### config.mk
export PLATFORM = sky130hd
export DESIGN_NAME = decode_sequencer
export DESIGN_NICKNAME = d
export VERILOG_FILES = /design/src/logic/decode_pkg.sv /design/src/logic/pointer_update_unit.sv /design/src/logic/decode_sequencer.sv
export SDC_FILE = /design/constraint.sdc
export NUM_CORES = 1
export LEC_CHECK = 0
export BUFFER_PORTS_ARGS = -buffer_cell sky130_fd_sc_hd__buf_2
export CAP_MARGIN = 15
export CORE_ASPECT_RATIO = 0.75
export CORE_UTILIZATION = 42
export DETAILED_ROUTE_END_ITERATION = 10
export GPL_TIMING_DRIVEN = 0
export PLACE_DENSITY = 0.72
export RECOVER_POWER = 100
export SLEW_MARGIN = 0
export SYNTH_ARGS = -nofsm -noshare
export SYNTH_HDL_FRONTEND = slang
export SYNTH_HIERARCHICAL = 1
export SYNTH_SLANG_ARGS = --single-unit
### constraint.sdc
create_clock -name clk -period 10.3 [get_ports clk]
set_clock_uncertainty 0.1 [all_clocks]
set_input_delay 1.03 -clock clk [delete_from_list [all_inputs] [get_ports clk]]
set_output_delay 1.03 -clock clk [all_outputs]
set_load 0.03 [all_outputs]
### src/logic/decode_pkg.sv
// Shared constants, enumerations and carriers for the instruction decoder.
package decode_pkg;

    localparam int INSTR_WIDTH = 14;
    localparam int DATA_WIDTH = 8;
    localparam int FILE_ADDR_WIDTH = 7;
    localparam int LITERAL_WIDTH = 11;
    localparam int PTR_WIDTH = 16;
    localparam int OFFSET_WIDTH = 6;

    // Oscillator clocks in one instruction cycle and the phase in each of them.
    localparam int INSTR_CLOCKS = 4;
    localparam logic [1:0] Q_DECODE = 2'h0;
    localparam logic [1:0] Q_READ = 2'h1;
    localparam logic [1:0] Q_MODIFY = 2'h2;
    localparam logic [1:0] Q_WRITE = 2'h3;
    localparam logic [1:0] PHASE_RESET = 2'h0;

    // Pointer values with this bit set address program memory.
    localparam int PROG_SPACE_BIT = 15;
    localparam int MODE_DEC_BIT = 0;
    localparam int MODE_POST_BIT = 1;

    localparam logic DEST_ACC = 1'b0;
    localparam logic DEST_FILE = 1'b1;
    localparam logic [5:0] INDIRECT_ADDR_HIGH = 6'h00;
    localparam logic [3:0] ALU_CLEAR = 4'h1;

    typedef enum logic [1:0] {
        CAT_BYTE = 2'h0,
        CAT_BIT = 2'h1,
        CAT_LITERAL_CONTROL = 2'h2
    } category_e;

    typedef enum logic [4:0] {
        OP_NOP = 5'h00,
        OP_BYTE = 5'h01,
        OP_DECREMENT_SKIP_IF_ZERO = 5'h02,
        OP_INCREMENT_SKIP_IF_ZERO = 5'h03,
        OP_BIT_CLEAR = 5'h04,
        OP_BIT_SET = 5'h05,
        OP_BIT_TEST_SKIP_IF_ZERO = 5'h06,
        OP_BIT_TEST_SKIP_IF_ONE = 5'h07,
        OP_CALL_SUBROUTINE = 5'h08,
        OP_JUMP_TO_SUBROUTINE_VIA_ACCUMULATOR = 5'h09,
        OP_ABSOLUTE_JUMP = 5'h0a,
        OP_RELATIVE_JUMP = 5'h0b,
        OP_ACCUMULATOR_RELATIVE_JUMP = 5'h0c,
        OP_RETURN = 5'h0d,
        OP_RETURN_WITH_LITERAL = 5'h0e,
        OP_RETURN_FROM_INTERRUPT = 5'h0f,
        OP_LITERAL = 5'h10,
        OP_SELECT_BANK = 5'h11,
        OP_SELECT_PAGE = 5'h12,
        OP_ADD_POINTER = 5'h13,
        OP_LOAD_INDIRECT = 5'h14,
        OP_STORE_INDIRECT = 5'h15,
        OP_OTHER = 5'h16
    } op_e;

    typedef enum logic [2:0] {
        PC_INCREMENT = 3'h0,
        PC_LOAD_ABSOLUTE = 3'h1,
        PC_ADD_LITERAL = 3'h2,
        PC_ADD_ACCUMULATOR = 3'h3,
        PC_PUSH_LOAD = 3'h4,
        PC_PUSH_ACCUMULATOR = 3'h5,
        PC_POP = 3'h6
    } pc_action_e;

    // Gray codes along execute, extra access, flush.
    typedef enum logic [1:0] {
        ST_EXECUTE = 2'b00,
        ST_EXTRA = 2'b01,
        ST_FLUSH = 2'b11
    } seq_state_e;

    typedef struct packed {
        category_e category;
        op_e op;
        logic [3:0] alu_sel;
        logic [FILE_ADDR_WIDTH-1:0] file_addr;
        logic [2:0] bit_index;
        logic [LITERAL_WIDTH-1:0] literal;
        logic dest;
        logic ptr_sel;
        logic [1:0] pointer_update_mode;
        logic uses_file;
        logic has_result;
        logic indirect;
        logic indexed;
        logic moded;
    } decoded_s;

endpackage

### src/logic/pointer_update_unit.sv
// Address and update arithmetic for one selected indirect pointer.
`timescale 1ns/1ps
`default_nettype none

module pointer_update_unit (
    input wire logic [decode_pkg::PTR_WIDTH-1:0] ptr_value,
    input wire logic [1:0] pointer_update_mode,
    input wire logic moded,
    input wire logic indexed,
    input wire logic [decode_pkg::OFFSET_WIDTH-1:0] offset,
    output logic [decode_pkg::PTR_WIDTH-1:0] access_addr,
    output logic [decode_pkg::PTR_WIDTH-1:0] updated_ptr
);

    localparam logic [decode_pkg::PTR_WIDTH-1:0] PTR_ONE = 16'h0001;
    localparam int EXT_WIDTH = decode_pkg::PTR_WIDTH - decode_pkg::OFFSET_WIDTH;

    logic [decode_pkg::PTR_WIDTH-1:0] step;
    logic [decode_pkg::PTR_WIDTH-1:0] stepped;
    logic [decode_pkg::PTR_WIDTH-1:0] offset_ext;

    always_comb begin
        step = pointer_update_mode[decode_pkg::MODE_DEC_BIT] ? '1 : PTR_ONE;
        stepped = ptr_value + step;
        offset_ext = {{EXT_WIDTH{offset[decode_pkg::OFFSET_WIDTH-1]}}, offset};
        access_addr = ptr_value;
        updated_ptr = ptr_value;
        if (moded) begin
            // Pre modes access the stepped value, post modes the old one.
            updated_ptr = stepped;
            access_addr = pointer_update_mode[decode_pkg::MODE_POST_BIT] ? ptr_value : stepped;
        end else if (indexed) begin
            access_addr = ptr_value + offset_ext;
        end
    end

endmodule

`default_nettype wire

### src/logic/decode_sequencer.sv
// Instruction decoder and four-phase cycle sequencer of the 8-bit core.
`timescale 1ns/1ps
`default_nettype none
////////////////////////////////////////////////////////////////////////////////

module decode_sequencer (
    input wire logic clk,
    input wire logic sys_rst,
    input wire logic [decode_pkg::INSTR_WIDTH-1:0] instr_word,
    input wire logic [decode_pkg::DATA_WIDTH-1:0] read_data,
    input wire logic [decode_pkg::PTR_WIDTH-1:0] ptr0_value,
    input wire logic [decode_pkg::PTR_WIDTH-1:0] ptr1_value,
    output logic [1:0] phase,
    output logic cycle_start,
    output logic fetch_strobe,
    output var decode_pkg::decoded_s decoded,
    output var decode_pkg::pc_action_e pc_action,
    output logic pc_strobe,
    output logic file_read,
    output logic file_write,
    output logic acc_write,
    output logic prog_read,
    output logic ptr_update,
    output logic ptr_update_sel,
    output logic [decode_pkg::PTR_WIDTH-1:0] ptr_next,
    output logic [decode_pkg::PTR_WIDTH-1:0] indirect_addr,
    output logic skip_taken,
    output logic flush_active
);

    decode_pkg::decoded_s next_dec;
    decode_pkg::seq_state_e state;
    decode_pkg::seq_state_e next_state;
    logic file_form;
    logic extra_pending;
    logic next_extra;
    logic next_skip;
    logic two_cycle;
    logic skip_op;
    logic last_data_cycle;
    logic [decode_pkg::PTR_WIDTH-1:0] sel_ptr;
    logic [decode_pkg::PTR_WIDTH-1:0] unit_access;
    logic [decode_pkg::PTR_WIDTH-1:0] unit_updated;

    ////////////////////////////////////////////////////////////////////////////
    // Phase counter: the two-bit count wraps after four clocks.

    always_ff @(posedge clk) begin
        if (sys_rst) begin
            phase <= decode_pkg::PHASE_RESET;
        end else begin
            phase <= phase + 2'h1;
        end
    end

    assign cycle_start = (phase == decode_pkg::Q_DECODE);

    ////////////////////////////////////////////////////////////////////////////
    // Field extraction and opcode decode of the incoming word.

    always_comb begin
        next_dec = '0;
        file_form = 1'b0;
        // Fields are cut from fixed positions of the single word.
        next_dec.file_addr = instr_word[6:0];
        next_dec.bit_index = instr_word[9:7];
        next_dec.literal = instr_word[10:0];
        next_dec.dest = instr_word[7];
        next_dec.ptr_sel = instr_word[2];
        next_dec.pointer_update_mode = instr_word[1:0];
        next_dec.alu_sel = instr_word[11:8];
        next_dec.op = decode_pkg::OP_OTHER;
        next_dec.category = decode_pkg::CAT_LITERAL_CONTROL;
        unique case (instr_word[13:12])
            2'b00: begin
                if (instr_word[11:8] == 4'h0 && !instr_word[7]) begin
                    unique casez (instr_word[6:0])
                        7'b000_1000: next_dec.op = decode_pkg::OP_RETURN;
                        7'b000_1001: next_dec.op = decode_pkg::OP_RETURN_FROM_INTERRUPT;
                        7'b000_1010: begin
                            next_dec.op = decode_pkg::OP_JUMP_TO_SUBROUTINE_VIA_ACCUMULATOR;
                        end
                        7'b000_1011: next_dec.op = decode_pkg::OP_ACCUMULATOR_RELATIVE_JUMP;
                        7'b001_????: begin
                            next_dec.op = instr_word[3] ? decode_pkg::OP_STORE_INDIRECT
                                                        : decode_pkg::OP_LOAD_INDIRECT;
                            next_dec.moded = 1'b1;
                            next_dec.indirect = 1'b1;
                            next_dec.uses_file = 1'b1;
                            next_dec.has_result = 1'b1;
                            next_dec.dest = instr_word[3] ? decode_pkg::DEST_FILE
                                                          : decode_pkg::DEST_ACC;
                        end
                        7'b01?_????: next_dec.op = decode_pkg::OP_SELECT_BANK;
                        7'b000_0000: next_dec.op = decode_pkg::OP_NOP;
                        default: next_dec.op = decode_pkg::OP_OTHER;
                    endcase
                end else begin
                    file_form = 1'b1;
                    if (instr_word[11:8] == 4'hb) begin
                        next_dec.op = decode_pkg::OP_DECREMENT_SKIP_IF_ZERO;
                    end else if (instr_word[11:8] == 4'hf) begin
                        next_dec.op = decode_pkg::OP_INCREMENT_SKIP_IF_ZERO;
                    end else begin
                        next_dec.op = decode_pkg::OP_BYTE;
                    end
                end
            end
            2'b01: begin
                next_dec.category = decode_pkg::CAT_BIT;
                next_dec.uses_file = 1'b1;
                next_dec.dest = decode_pkg::DEST_FILE;
                next_dec.indirect = (instr_word[6:1] == decode_pkg::INDIRECT_ADDR_HIGH);
                next_dec.ptr_sel = instr_word[0];
                unique case (instr_word[11:10])
                    2'b00: next_dec.op = decode_pkg::OP_BIT_CLEAR;
                    2'b01: next_dec.op = decode_pkg::OP_BIT_SET;
                    2'b10: next_dec.op = decode_pkg::OP_BIT_TEST_SKIP_IF_ZERO;
                    2'b11: next_dec.op = decode_pkg::OP_BIT_TEST_SKIP_IF_ONE;
                endcase
                next_dec.has_result = !instr_word[11];
            end
            2'b10: begin
                next_dec.op = instr_word[11] ? decode_pkg::OP_ABSOLUTE_JUMP
                                             : decode_pkg::OP_CALL_SUBROUTINE;
            end
            2'b11: begin
                unique casez (instr_word[11:8])
                    4'b0000, 4'b1000, 4'b1001, 4'b1010, 4'b1100, 4'b1110: begin
                        next_dec.op = decode_pkg::OP_LITERAL;
                        next_dec.has_result = 1'b1;
                        next_dec.dest = decode_pkg::DEST_ACC;
                    end
                    4'b0001: begin
                        next_dec.op = instr_word[7] ? decode_pkg::OP_SELECT_PAGE
                                                    : decode_pkg::OP_ADD_POINTER;
                        next_dec.ptr_sel = instr_word[6];
                    end
                    4'b001?: next_dec.op = decode_pkg::OP_RELATIVE_JUMP;
                    4'b0100: begin
                        next_dec.op = decode_pkg::OP_RETURN_WITH_LITERAL;
                        next_dec.has_result = 1'b1;
                        next_dec.dest = decode_pkg::DEST_ACC;
                    end
                    4'b0101, 4'b0110, 4'b0111, 4'b1011, 4'b1101: begin
                        file_form = 1'b1;
                        next_dec.op = decode_pkg::OP_BYTE;
                    end
                    4'b1111: begin
                        next_dec.op = instr_word[7] ? decode_pkg::OP_STORE_INDIRECT
                                                    : decode_pkg::OP_LOAD_INDIRECT;
                        next_dec.ptr_sel = instr_word[6];
                        next_dec.indexed = 1'b1;
                        next_dec.indirect = 1'b1;
                        next_dec.uses_file = 1'b1;
                        next_dec.has_result = 1'b1;
                        next_dec.dest = instr_word[7] ? decode_pkg::DEST_FILE
                                                      : decode_pkg::DEST_ACC;
                    end
                endcase
            end
        endcase
        if (file_form) begin
            next_dec.category = decode_pkg::CAT_BYTE;
            next_dec.has_result = 1'b1;
            next_dec.dest = instr_word[7];
            next_dec.indirect = (instr_word[6:1] == decode_pkg::INDIRECT_ADDR_HIGH);
            next_dec.ptr_sel = instr_word[0];
            // The clear-accumulator form drops its file address and indirect flag; bit 0 still sets ptr_sel.
            next_dec.uses_file = !(instr_word[11:8] == decode_pkg::ALU_CLEAR
                                   && instr_word[13:12] == 2'b00 && !instr_word[7]);
            if (!next_dec.uses_file) begin
                next_dec.indirect = 1'b0;
                next_dec.file_addr = '0;
            end
        end
    end

    ////////////////////////////////////////////////////////////////////////////
    // Instruction register: the prefetched word is taken at the decode phase.

    always_ff @(posedge clk) begin
        if (sys_rst) begin
            decoded <= '0;
        end else if (phase == decode_pkg::Q_DECODE) begin
            if (state == decode_pkg::ST_EXECUTE) begin
                decoded <= next_dec;
            end else if (state == decode_pkg::ST_FLUSH) begin
                // A forced no-op keeps the discarded prefetch from acting.
                decoded <= '0;
            end
        end
    end

    ////////////////////////////////////////////////////////////////////////////
    // Cycle counts per instruction class.

    always_comb begin
        two_cycle = 1'b0;
        skip_op = 1'b0;
        unique case (decoded.op)
            decode_pkg::OP_CALL_SUBROUTINE,
            decode_pkg::OP_JUMP_TO_SUBROUTINE_VIA_ACCUMULATOR: two_cycle = 1'b1;
            decode_pkg::OP_RETURN,
            decode_pkg::OP_RETURN_WITH_LITERAL,
            decode_pkg::OP_RETURN_FROM_INTERRUPT: two_cycle = 1'b1;
            decode_pkg::OP_ABSOLUTE_JUMP,
            decode_pkg::OP_RELATIVE_JUMP,
            decode_pkg::OP_ACCUMULATOR_RELATIVE_JUMP: two_cycle = 1'b1;
            decode_pkg::OP_BIT_TEST_SKIP_IF_ZERO,
            decode_pkg::OP_BIT_TEST_SKIP_IF_ONE,
            decode_pkg::OP_DECREMENT_SKIP_IF_ZERO,
            decode_pkg::OP_INCREMENT_SKIP_IF_ZERO: skip_op = 1'b1;
            default: two_cycle = 1'b0;
        endcase
    end

    always_comb begin
        unique case (decoded.op)
            decode_pkg::OP_CALL_SUBROUTINE: pc_action = decode_pkg::PC_PUSH_LOAD;
            decode_pkg::OP_JUMP_TO_SUBROUTINE_VIA_ACCUMULATOR: begin
                pc_action = decode_pkg::PC_PUSH_ACCUMULATOR;
            end
            decode_pkg::OP_RETURN,
            decode_pkg::OP_RETURN_WITH_LITERAL,
            decode_pkg::OP_RETURN_FROM_INTERRUPT: pc_action = decode_pkg::PC_POP;
            decode_pkg::OP_ABSOLUTE_JUMP: pc_action = decode_pkg::PC_LOAD_ABSOLUTE;
            decode_pkg::OP_RELATIVE_JUMP: pc_action = decode_pkg::PC_ADD_LITERAL;
            decode_pkg::OP_ACCUMULATOR_RELATIVE_JUMP: begin
                pc_action = decode_pkg::PC_ADD_ACCUMULATOR;
            end
            default: pc_action = decode_pkg::PC_INCREMENT;
        endcase
    end

    ////////////////////////////////////////////////////////////////////////////
    // Indirect pointer arithmetic and the program-memory check.

    assign sel_ptr = decoded.ptr_sel ? ptr1_value : ptr0_value;

    pointer_update_unit pointer_unit (
        .ptr_value(sel_ptr),
        .pointer_update_mode(decoded.pointer_update_mode),
        .moded(decoded.moded),
        .indexed(decoded.indexed),
        .offset(decoded.literal[decode_pkg::OFFSET_WIDTH-1:0]),
        .access_addr(unit_access),
        .updated_ptr(unit_updated)
    );

    assign next_extra = decoded.indirect && unit_access[decode_pkg::PROG_SPACE_BIT];

    // Pointers are sampled once, before any update, so the address stays stable.
    always_ff @(posedge clk) begin
        if (sys_rst) begin
            indirect_addr <= '0;
            ptr_next <= '0;
        end else if (state == decode_pkg::ST_EXECUTE && phase == decode_pkg::Q_READ) begin
            indirect_addr <= unit_access;
            ptr_next <= unit_updated;
        end
    end

    always_ff @(posedge clk) begin
        if (sys_rst) begin
            extra_pending <= 1'b0;
        end else if (state == decode_pkg::ST_EXECUTE && phase == decode_pkg::Q_READ) begin
            extra_pending <= next_extra;
        end else if (phase == decode_pkg::Q_WRITE && state != decode_pkg::ST_EXECUTE) begin
            extra_pending <= 1'b0;
        end
    end

    ////////////////////////////////////////////////////////////////////////////
    // Skip decision from the value read in the read phase.

    assign last_data_cycle = (state == decode_pkg::ST_EXECUTE && !extra_pending)
                             || state == decode_pkg::ST_EXTRA;

    always_comb begin
        unique case (decoded.op)
            decode_pkg::OP_BIT_TEST_SKIP_IF_ZERO: next_skip = !read_data[decoded.bit_index];
            decode_pkg::OP_BIT_TEST_SKIP_IF_ONE: next_skip = read_data[decoded.bit_index];
            decode_pkg::OP_DECREMENT_SKIP_IF_ZERO: next_skip = (read_data == 8'h01);
            decode_pkg::OP_INCREMENT_SKIP_IF_ZERO: next_skip = (read_data == 8'hff);
            default: next_skip = 1'b0;
        endcase
    end

    always_ff @(posedge clk) begin
        if (sys_rst) begin
            skip_taken <= 1'b0;
        end else if (phase == decode_pkg::Q_DECODE) begin
            skip_taken <= 1'b0;
        end else if (phase == decode_pkg::Q_MODIFY && last_data_cycle && skip_op) begin
            skip_taken <= next_skip;
        end
    end

    ////////////////////////////////////////////////////////////////////////////
    // Cycle sequencing: execute, optional extra access, optional flush.

    always_comb begin
        next_state = decode_pkg::ST_EXECUTE;
        unique case (state)
            decode_pkg::ST_EXECUTE: begin
                if (extra_pending) begin
                    next_state = decode_pkg::ST_EXTRA;
                end else if (two_cycle || skip_taken) begin
                    next_state = decode_pkg::ST_FLUSH;
                end
            end
            decode_pkg::ST_EXTRA: begin
                if (two_cycle || skip_taken) begin
                    next_state = decode_pkg::ST_FLUSH;
                end
            end
            decode_pkg::ST_FLUSH: next_state = decode_pkg::ST_EXECUTE;
            default: next_state = decode_pkg::ST_EXECUTE;
        endcase
    end

    always_ff @(posedge clk) begin
        if (sys_rst) begin
            state <= decode_pkg::ST_EXECUTE;
        end else if (phase == decode_pkg::Q_WRITE) begin
            state <= next_state;
        end
    end

    ////////////////////////////////////////////////////////////////////////////
    // Strobes toward the register file, program counter and fetch unit.

    // Every file-operand instruction reads first, even pure writes.
    assign file_read = state == decode_pkg::ST_EXECUTE && phase == decode_pkg::Q_READ
                       && decoded.uses_file;
    assign prog_read = state == decode_pkg::ST_EXTRA && phase == decode_pkg::Q_READ;
    assign file_write = last_data_cycle && phase == decode_pkg::Q_WRITE
                        && decoded.has_result
                        && decoded.dest == decode_pkg::DEST_FILE;
    assign acc_write = last_data_cycle && phase == decode_pkg::Q_WRITE
                       && decoded.has_result
                       && decoded.dest == decode_pkg::DEST_ACC;
    assign ptr_update = last_data_cycle && phase == decode_pkg::Q_WRITE
                        && decoded.moded;
    assign ptr_update_sel = decoded.ptr_sel;
    assign pc_strobe = last_data_cycle && phase == decode_pkg::Q_WRITE;
    // The extra access holds the already fetched word, so no new fetch is made.
    assign fetch_strobe = phase == decode_pkg::Q_WRITE && state != decode_pkg::ST_EXTRA;
    assign flush_active = (state == decode_pkg::ST_FLUSH);

endmodule

`default_nettype wire

# Word level (Yosys, flattened, before mapping)
# Memories as Yosys holds them, arrays and structs flattened. A register that Yosys moved wholly into a read port is not among the register bits.
# Index checks and enable logic that the tools add are counted.
# word_totals
out_inout_bits	89
mem_bits_rw	0
input_bits	56
mem_bits_ro	48
latch_bits	0
memories	1
reg_bits	79
# op_classes
magnitude_cmp	1
n_eq_ne	46
div	0
bitwise	1
n_reduce_logical	43
addsub	3
mul	0
mux	60
n_shift	0
# memory_table
name	words	width	rd	rd_clocked_by_memory_dff	wr	line	rtl
(name not given)	16	3	1	1	0	decode_sequencer.sv:219	unique case (decoded.op)
# op_table
operator	count
16-bit two-way mux	6
41-bit two-way mux	2
5-bit by 4-bit == test with 1-bit output, second input constant	8
5-bit case mux with 4 select lines	2
5-bit case mux with 7 select lines	1
16-bit adder	2
4-bit == test, second input constant	8
5-bit case mux with 6 select lines	1
7-bit by 4-bit == test with 1-bit output, second input constant	4
1-bit two-way mux	22
1-bit logical AND	17
4-bit by 3-bit == test with 1-bit output, second input constant	4
2-bit two-way mux	8
8-bit OR reduction	2
2-bit == test, second input constant	7
7-bit two-way mux	2
3-bit two-way mux	4
2-bit by 1-bit == test with 1-bit output, second input constant	5
5-bit by 2-bit == test with 1-bit output, second input constant	2
5-bit by 3-bit == test with 1-bit output, second input constant	2
5-bit two-way mux	2
3-bit case mux with 3 select lines	1
8-bit by 1-bit == test with 1-bit output, second input constant	1
8-bit == test, second input constant	1
25 further kinds	40

# Longest topological paths before layout
# depth
ltp_word	8
depth_mapped	13
mapped_depth_nobuf	11

# Cells and area by module
# The synthesis kept the hierarchy.
# modules_own_cells
mod	area_each_um2	instances	seq_area_each_um2	cells_each
decode_sequencer	3813.7	1	1481.4	464
pointer_update_unit	2147.1	1	0.0	307

# Worst setup path before layout
# No wires, ideal clock.
# synth_path
kind	input -> register
startpoint	input port ptr1_value[0] in the netlist's numbering
endpoint	register indirect_addr[14] in the netlist's numbering
cell_stages	11
required_time_ns	10.068
path_buffers	0
path_slack_ns	6.655
arrival_ns	3.412
path_cell_list	mux2_2 -> ha_1 -> fa_1 -> a21o_2 -> a311oi_2 -> nor2_1 -> a311o_1 -> a211oi_1 -> a211oi_2 -> nand2_1 -> a21oi_1
# synth_via
elab_chain_len	4
word_cells_on_any_way	6
cone_classes	add/sub: 2; mux: 4
# synth_rtl
item	line	rtl
start: declaration	decode_sequencer.sv:12	input wire logic [decode_pkg::PTR_WIDTH-1:0] ptr1_value,
16-bit two-way mux *	decode_sequencer.sv:239	assign sel_ptr = decoded.ptr_sel ? ptr1_value : ptr0_value;
16-bit adder (on tied branches)	pointer_update_unit.sv:33, pointer_update_unit.sv:24	
16-bit two-way mux (on tied branches)	pointer_update_unit.sv:32, pointer_update_unit.sv:31	
16-bit two-way mux *	pointer_update_unit.sv:28	if (moded) begin
via unit_access, one bit	decode_sequencer.sv:42	logic [decode_pkg::PTR_WIDTH-1:0] unit_access;
end signal: assignment	decode_sequencer.sv:259	indirect_addr <= unit_access;
end: declaration	decode_sequencer.sv:26	output logic [decode_pkg::PTR_WIDTH-1:0] indirect_addr,
# The timed path passes the listed nets; every way through them passes the cells marked *.
# A chain may end at the register's enable or synchronous reset.

# Final worst setup path
# layout_path
startpoint	register decoded, in the netlist ptr_update_sel
endpoint	register extra_pending
# layout_via
elab_chain_len	6
word_cells_on_any_way	8
cone_classes	add/sub: 2; mux: 5; reduce/logical: 1
# layout_rtl
item	line	rtl
start: declaration	decode_sequencer.sv:16	output var decode_pkg::decoded_s decoded,
start signal: assignment	decode_sequencer.sv:187	decoded <= next_dec;
16-bit two-way mux *	decode_sequencer.sv:239	
via sel_ptr, one bit	decode_sequencer.sv:41	logic [decode_pkg::PTR_WIDTH-1:0] sel_ptr;
16-bit adder (on tied branches)	pointer_update_unit.sv:33, pointer_update_unit.sv:24	
16-bit two-way mux (on tied branches)	pointer_update_unit.sv:32, pointer_update_unit.sv:31	
16-bit two-way mux *	pointer_update_unit.sv:28	
via unit_access, one bit	decode_sequencer.sv:42	
1-bit logical AND *	decode_sequencer.sv:251	assign next_extra = decoded.indirect && unit_access[decode_pkg::PROG_SPACE_BIT];
1-bit two-way mux *	decode_sequencer.sv:267	end else if (state == decode_pkg::ST_EXECUTE && phase == decode_pkg::Q_READ) begin
end signal: assignment	decode_sequencer.sv:268	extra_pending <= next_extra;
end: declaration	decode_sequencer.sv:35	logic extra_pending;
# Marks and branches as above.

==> summary.txt <==
Drt
  • Initial drt markers: between 500 and 600
  • # DRC: 0
  • Drt total wl: approximately 19000 um
  • Vias per std cell: approximately 5.7
  • Drt pass-1 iters: 5
  • Post-DRT Antenna Nets: 0
  • Via count: roughly 6300
  • Routed wire per std cell: about 17 um

Floorplanning
  • Total die area: 0.0147 mm2
  • Io pins: roughly 150
  • Core area: between 0.01 and 0.015 mm2
  • Die height: 105 um
  • Num rows: 37
  • Chip width: around 140 um
  • Starting density of the core: ~43%

Cells and area
  • Filler cells: roughly 1400
  • Post-route cell area: around 0.0070 mm2
  • FF/Latch Area: approximately 0.0015 mm2
  • Antenna cells: 0
  • Multi-input logic area: just over 0.004 mm2
  • Fin util: about half
  • Nets: between 1000 and 1500
  • Layout cells sized above 1: about an eighth
  • P&R area growth vs syn: 18.0%

Worst hold path
  • Hold/Removal Path Class: reg2reg

Critical path
  • Worst-path cell chain: clkbuf_1 -> clkbuf_1 -> mux2_1 -> ha_1 -> a21oi_1 -> o21ai_0 -> a21oi_1 -> a221o_1 -> o311ai_0 -> a211o_1 -> a32oi_1 -> nor2_1
  • Flop-to-flop setup slack: ~6200 ps
  • CP Capture Type: flop
  • R2r startpoint: ptr_update_sel$_SDFFE_PP0P_
  • Crit path DAT: ~4200 ps
  • Crit-path slowest cell: clkbuf_1
  • CP Launch Type: flop
  • Crit path kind: reg2reg
  • Maximum net fanout on the critical path: 10
  • Worst Path Required: about 10000 ps
  • Crit path to: extra_pending$_SDFFE_PP0P_
  • Origin of the worst setup path: ptr_update_sel$_SDFFE_PP0P_
  • Worst r2r path cells: 12
  • Reg-to-reg endpoint: extra_pending$_SDFFE_PP0P_
  • CP max stage delay: between 500 and 600 ps

Logic synthesis
  • Unique cell type count in the Yosys netlist: 80
  • Cell count after synthesis: between 700 and 800
  • Post-synth EDFFs: 0
  • Post-synth top area share: approximately a quarter
  • Synth top area cells: dfxtp_1 (25%), ha_1 (9.2%), a21oi_1 (7.8%)
  • Dominant synthesized flop cell: dfxtp_1
  • YS warnings: 6
  • Yosys reg bits: 74
  • Async SR Flop Fraction: 0%
  • Cell with the most instances after synthesis: nand2_1
  • Mapped Avg Cell Area: between 7 and 8 um2
  • Sequential share of the synthesized area: between 20% and 30%
  • Yosys top cell by area: dfxtp_1
  • Syn_nets: about 870
  • Mapped cell area: between 0.005 and 0.006 mm2
  • Top post-synthesis cells by count: nand2_1 (121), a21oi_1 (93), dfxtp_1 (74)

Clocking
  • CTS root buf: clkbuf_16
  • Clock Tree Buf Depth: 2
  • Post-CTS sizing: 0
  • Hold-fix buffers at CTS: 0
  • Worst-Skew Late Latency: 330 ps
  • CTS tree: built
  • CTS sink cnt: 74
  • Reg clk slew, reported paths: around 60 ps
  • Setup Buffers After CTS: 0
  • TritonCTS Buffers: 9
  • CTS H-Tree Depth: 3

Global routing
  • Largest net degree at the start of global routing: 23
  • GRT Util Overall: 25.5%
  • Vias in the first global route: around 5400
  • Initial antenna violation count: 0
  • Total gr overflow: 0
  • Global-route wire length before repair: 29400 um

STA
  • Max Slew Vio Count: 0
  • Relative slew slack: between 30% and 40%
  • RSZ-0062 raised after global routing: no
  • Worst Max-Slew Pin Slew: 942 ps
  • Final Cycle Share: approximately 40%
  • Post-layout min period: around 4000 ps
  • FMAX: 243 MHz
  • Hold Violations, Final: 0
  • Total Negative Setup Slacks: 0 ps
  • WHS: around 350 ps
  • Final Setup Violations: 0

Power
  • Pwr per Cell Area: approximately 150 mW/mm2
  • Peak VDD IR: around 0.000079 V
  • LEAKAGE: 2.88 nW

Place
  • PortBufs: ~140
  • GPL Wtd Cong: 0.949
  • HPWL reported at the end of detailed placement: 14500 um
  • DP Area: 0.00688 mm2

Job
  • Max-Cap Viols: 0

Status
  • Outcome: finished, final reports clean
## layout make-up
cell class,count,share of cell area (%)
timing repair buffer,139,8.31
sequential,74,21.1
clock inverter,5,0.534
multi-input combinational,623,58.6
inverter,22,1.17
tap,175,3.11
clock buffer,11,3.45
buffer,52,3.75
## placed cells by master, fill, tap and decap left out, types with 7 or more instances in the layout
cell | synthesis | routed
inv_1 | 21 | 21
clkbuf_16 | 0 | 9
mux2i_1 | 14 | 14
mux2_2 | 25 | 20
a31oi_1 | 9 | 9
xor2_1 | 10 | 10
a22oi_1 | 13 | 13
nor2_1 | 47 | 48
nor3_1 | 9 | 9
clkbuf_1 | 30 | 123
xnor2_1 | 14 | 14
buf_4 | 10 | 9
a211oi_1 | 12 | 12
a22o_1 | 7 | 7
o21ai_0 | 28 | 32
nand3_1 | 11 | 11
a21o_1 | 7 | 7
nand2_1 | 121 | 121
buf_2 | 1 | 51
a21oi_1 | 93 | 93
dfxtp_1 | 74 | 74
nand2b_1 | 13 | 13
ha_1 | 44 | 44
nor2b_1 | 19 | 19
## cell families after synthesis
family,Yosys count,share of synthesized area [%]
mux,41,7.83
simple gates,265,21.0
xor+xnor,24,3.53
fa+ha+maj,46,9.91
buf+inv,74,5.81
flops,74,24.9
compound gates,247,27.1
## stage by stage
stage                     power, mW  cells  worst slack [ps]
after floorplan               0.625    771              6660
after global placement        0.731   1085              6250
after detailed placement      0.735   1085              6210
after CTS                      1.03   1101              6340
after global routing           1.08   1101              5880
final                          1.03   1101              6190
## worst max-delay path: cells and delay by family, from the launching register on
family | cells | cell delay (ps)
multiplexers | 1 | 490
flip-flops | 1 | 350
AND/OR/NAND/NOR | 1 | 50
AO/OA/AOI/OAI | 7 | 1710
buffers and inverters | 2 | 830
adder cells (fa/ha/maj) | 1 | 420
## flip-flops by register name (all words and copies together) (netlist names), named ones only
name and count:
ptr_next 16, phase 2, decoded 32, skip_taken 1, ptr_update_sel 1, extra_pending 1
indirect_addr 16, state 2
## worst min path at each step
stage,endpoint,cells after the start,from
6_report,ptr_next[1]$_SDFFE_PP0P_,2,ptr_next[1]$_SDFFE_PP0P_
5_1_grt,indirect_addr[13]$_SDFFE_PP0P_,2,indirect_addr[13]$_SDFFE_PP0P_
4_1_cts,ptr_next[1]$_SDFFE_PP0P_,2,ptr_next[1]$_SDFFE_PP0P_
3_5_place_dp,ptr_next[1]$_SDFFE_PP0P_,2,ptr_next[1]$_SDFFE_PP0P_
3_3_place_gp,indirect_addr[1]$_SDFFE_PP0P_,2,indirect_addr[1]$_SDFFE_PP0P_
2_1_floorplan,state[1]$_SDFFE_PP0P_,2,state[1]$_SDFFE_PP0P_
## routing by layer
metal	global-route usage, %	routed length [um]	part of all wire (%)	vias to the layer above
li1	-	-	-	3100
met1	41.1	9740	52	2929
met2	33.4	6930	37	285
met3	5.27	1740	9.4	12
met4	4.79	147	0.79	0
met5	0	0	0	-
## power by group
part | switching (mW) | internal [mW] | leakage (nW)
sequential | 0.0215 | 0.308 | 0.606
combinational | 0.258 | 0.141 | 2.14
clock | 0.128 | 0.171 | 0.132
total | 0.408 | 0.620 | 2.88
Power figures use the tool's default switching activity.
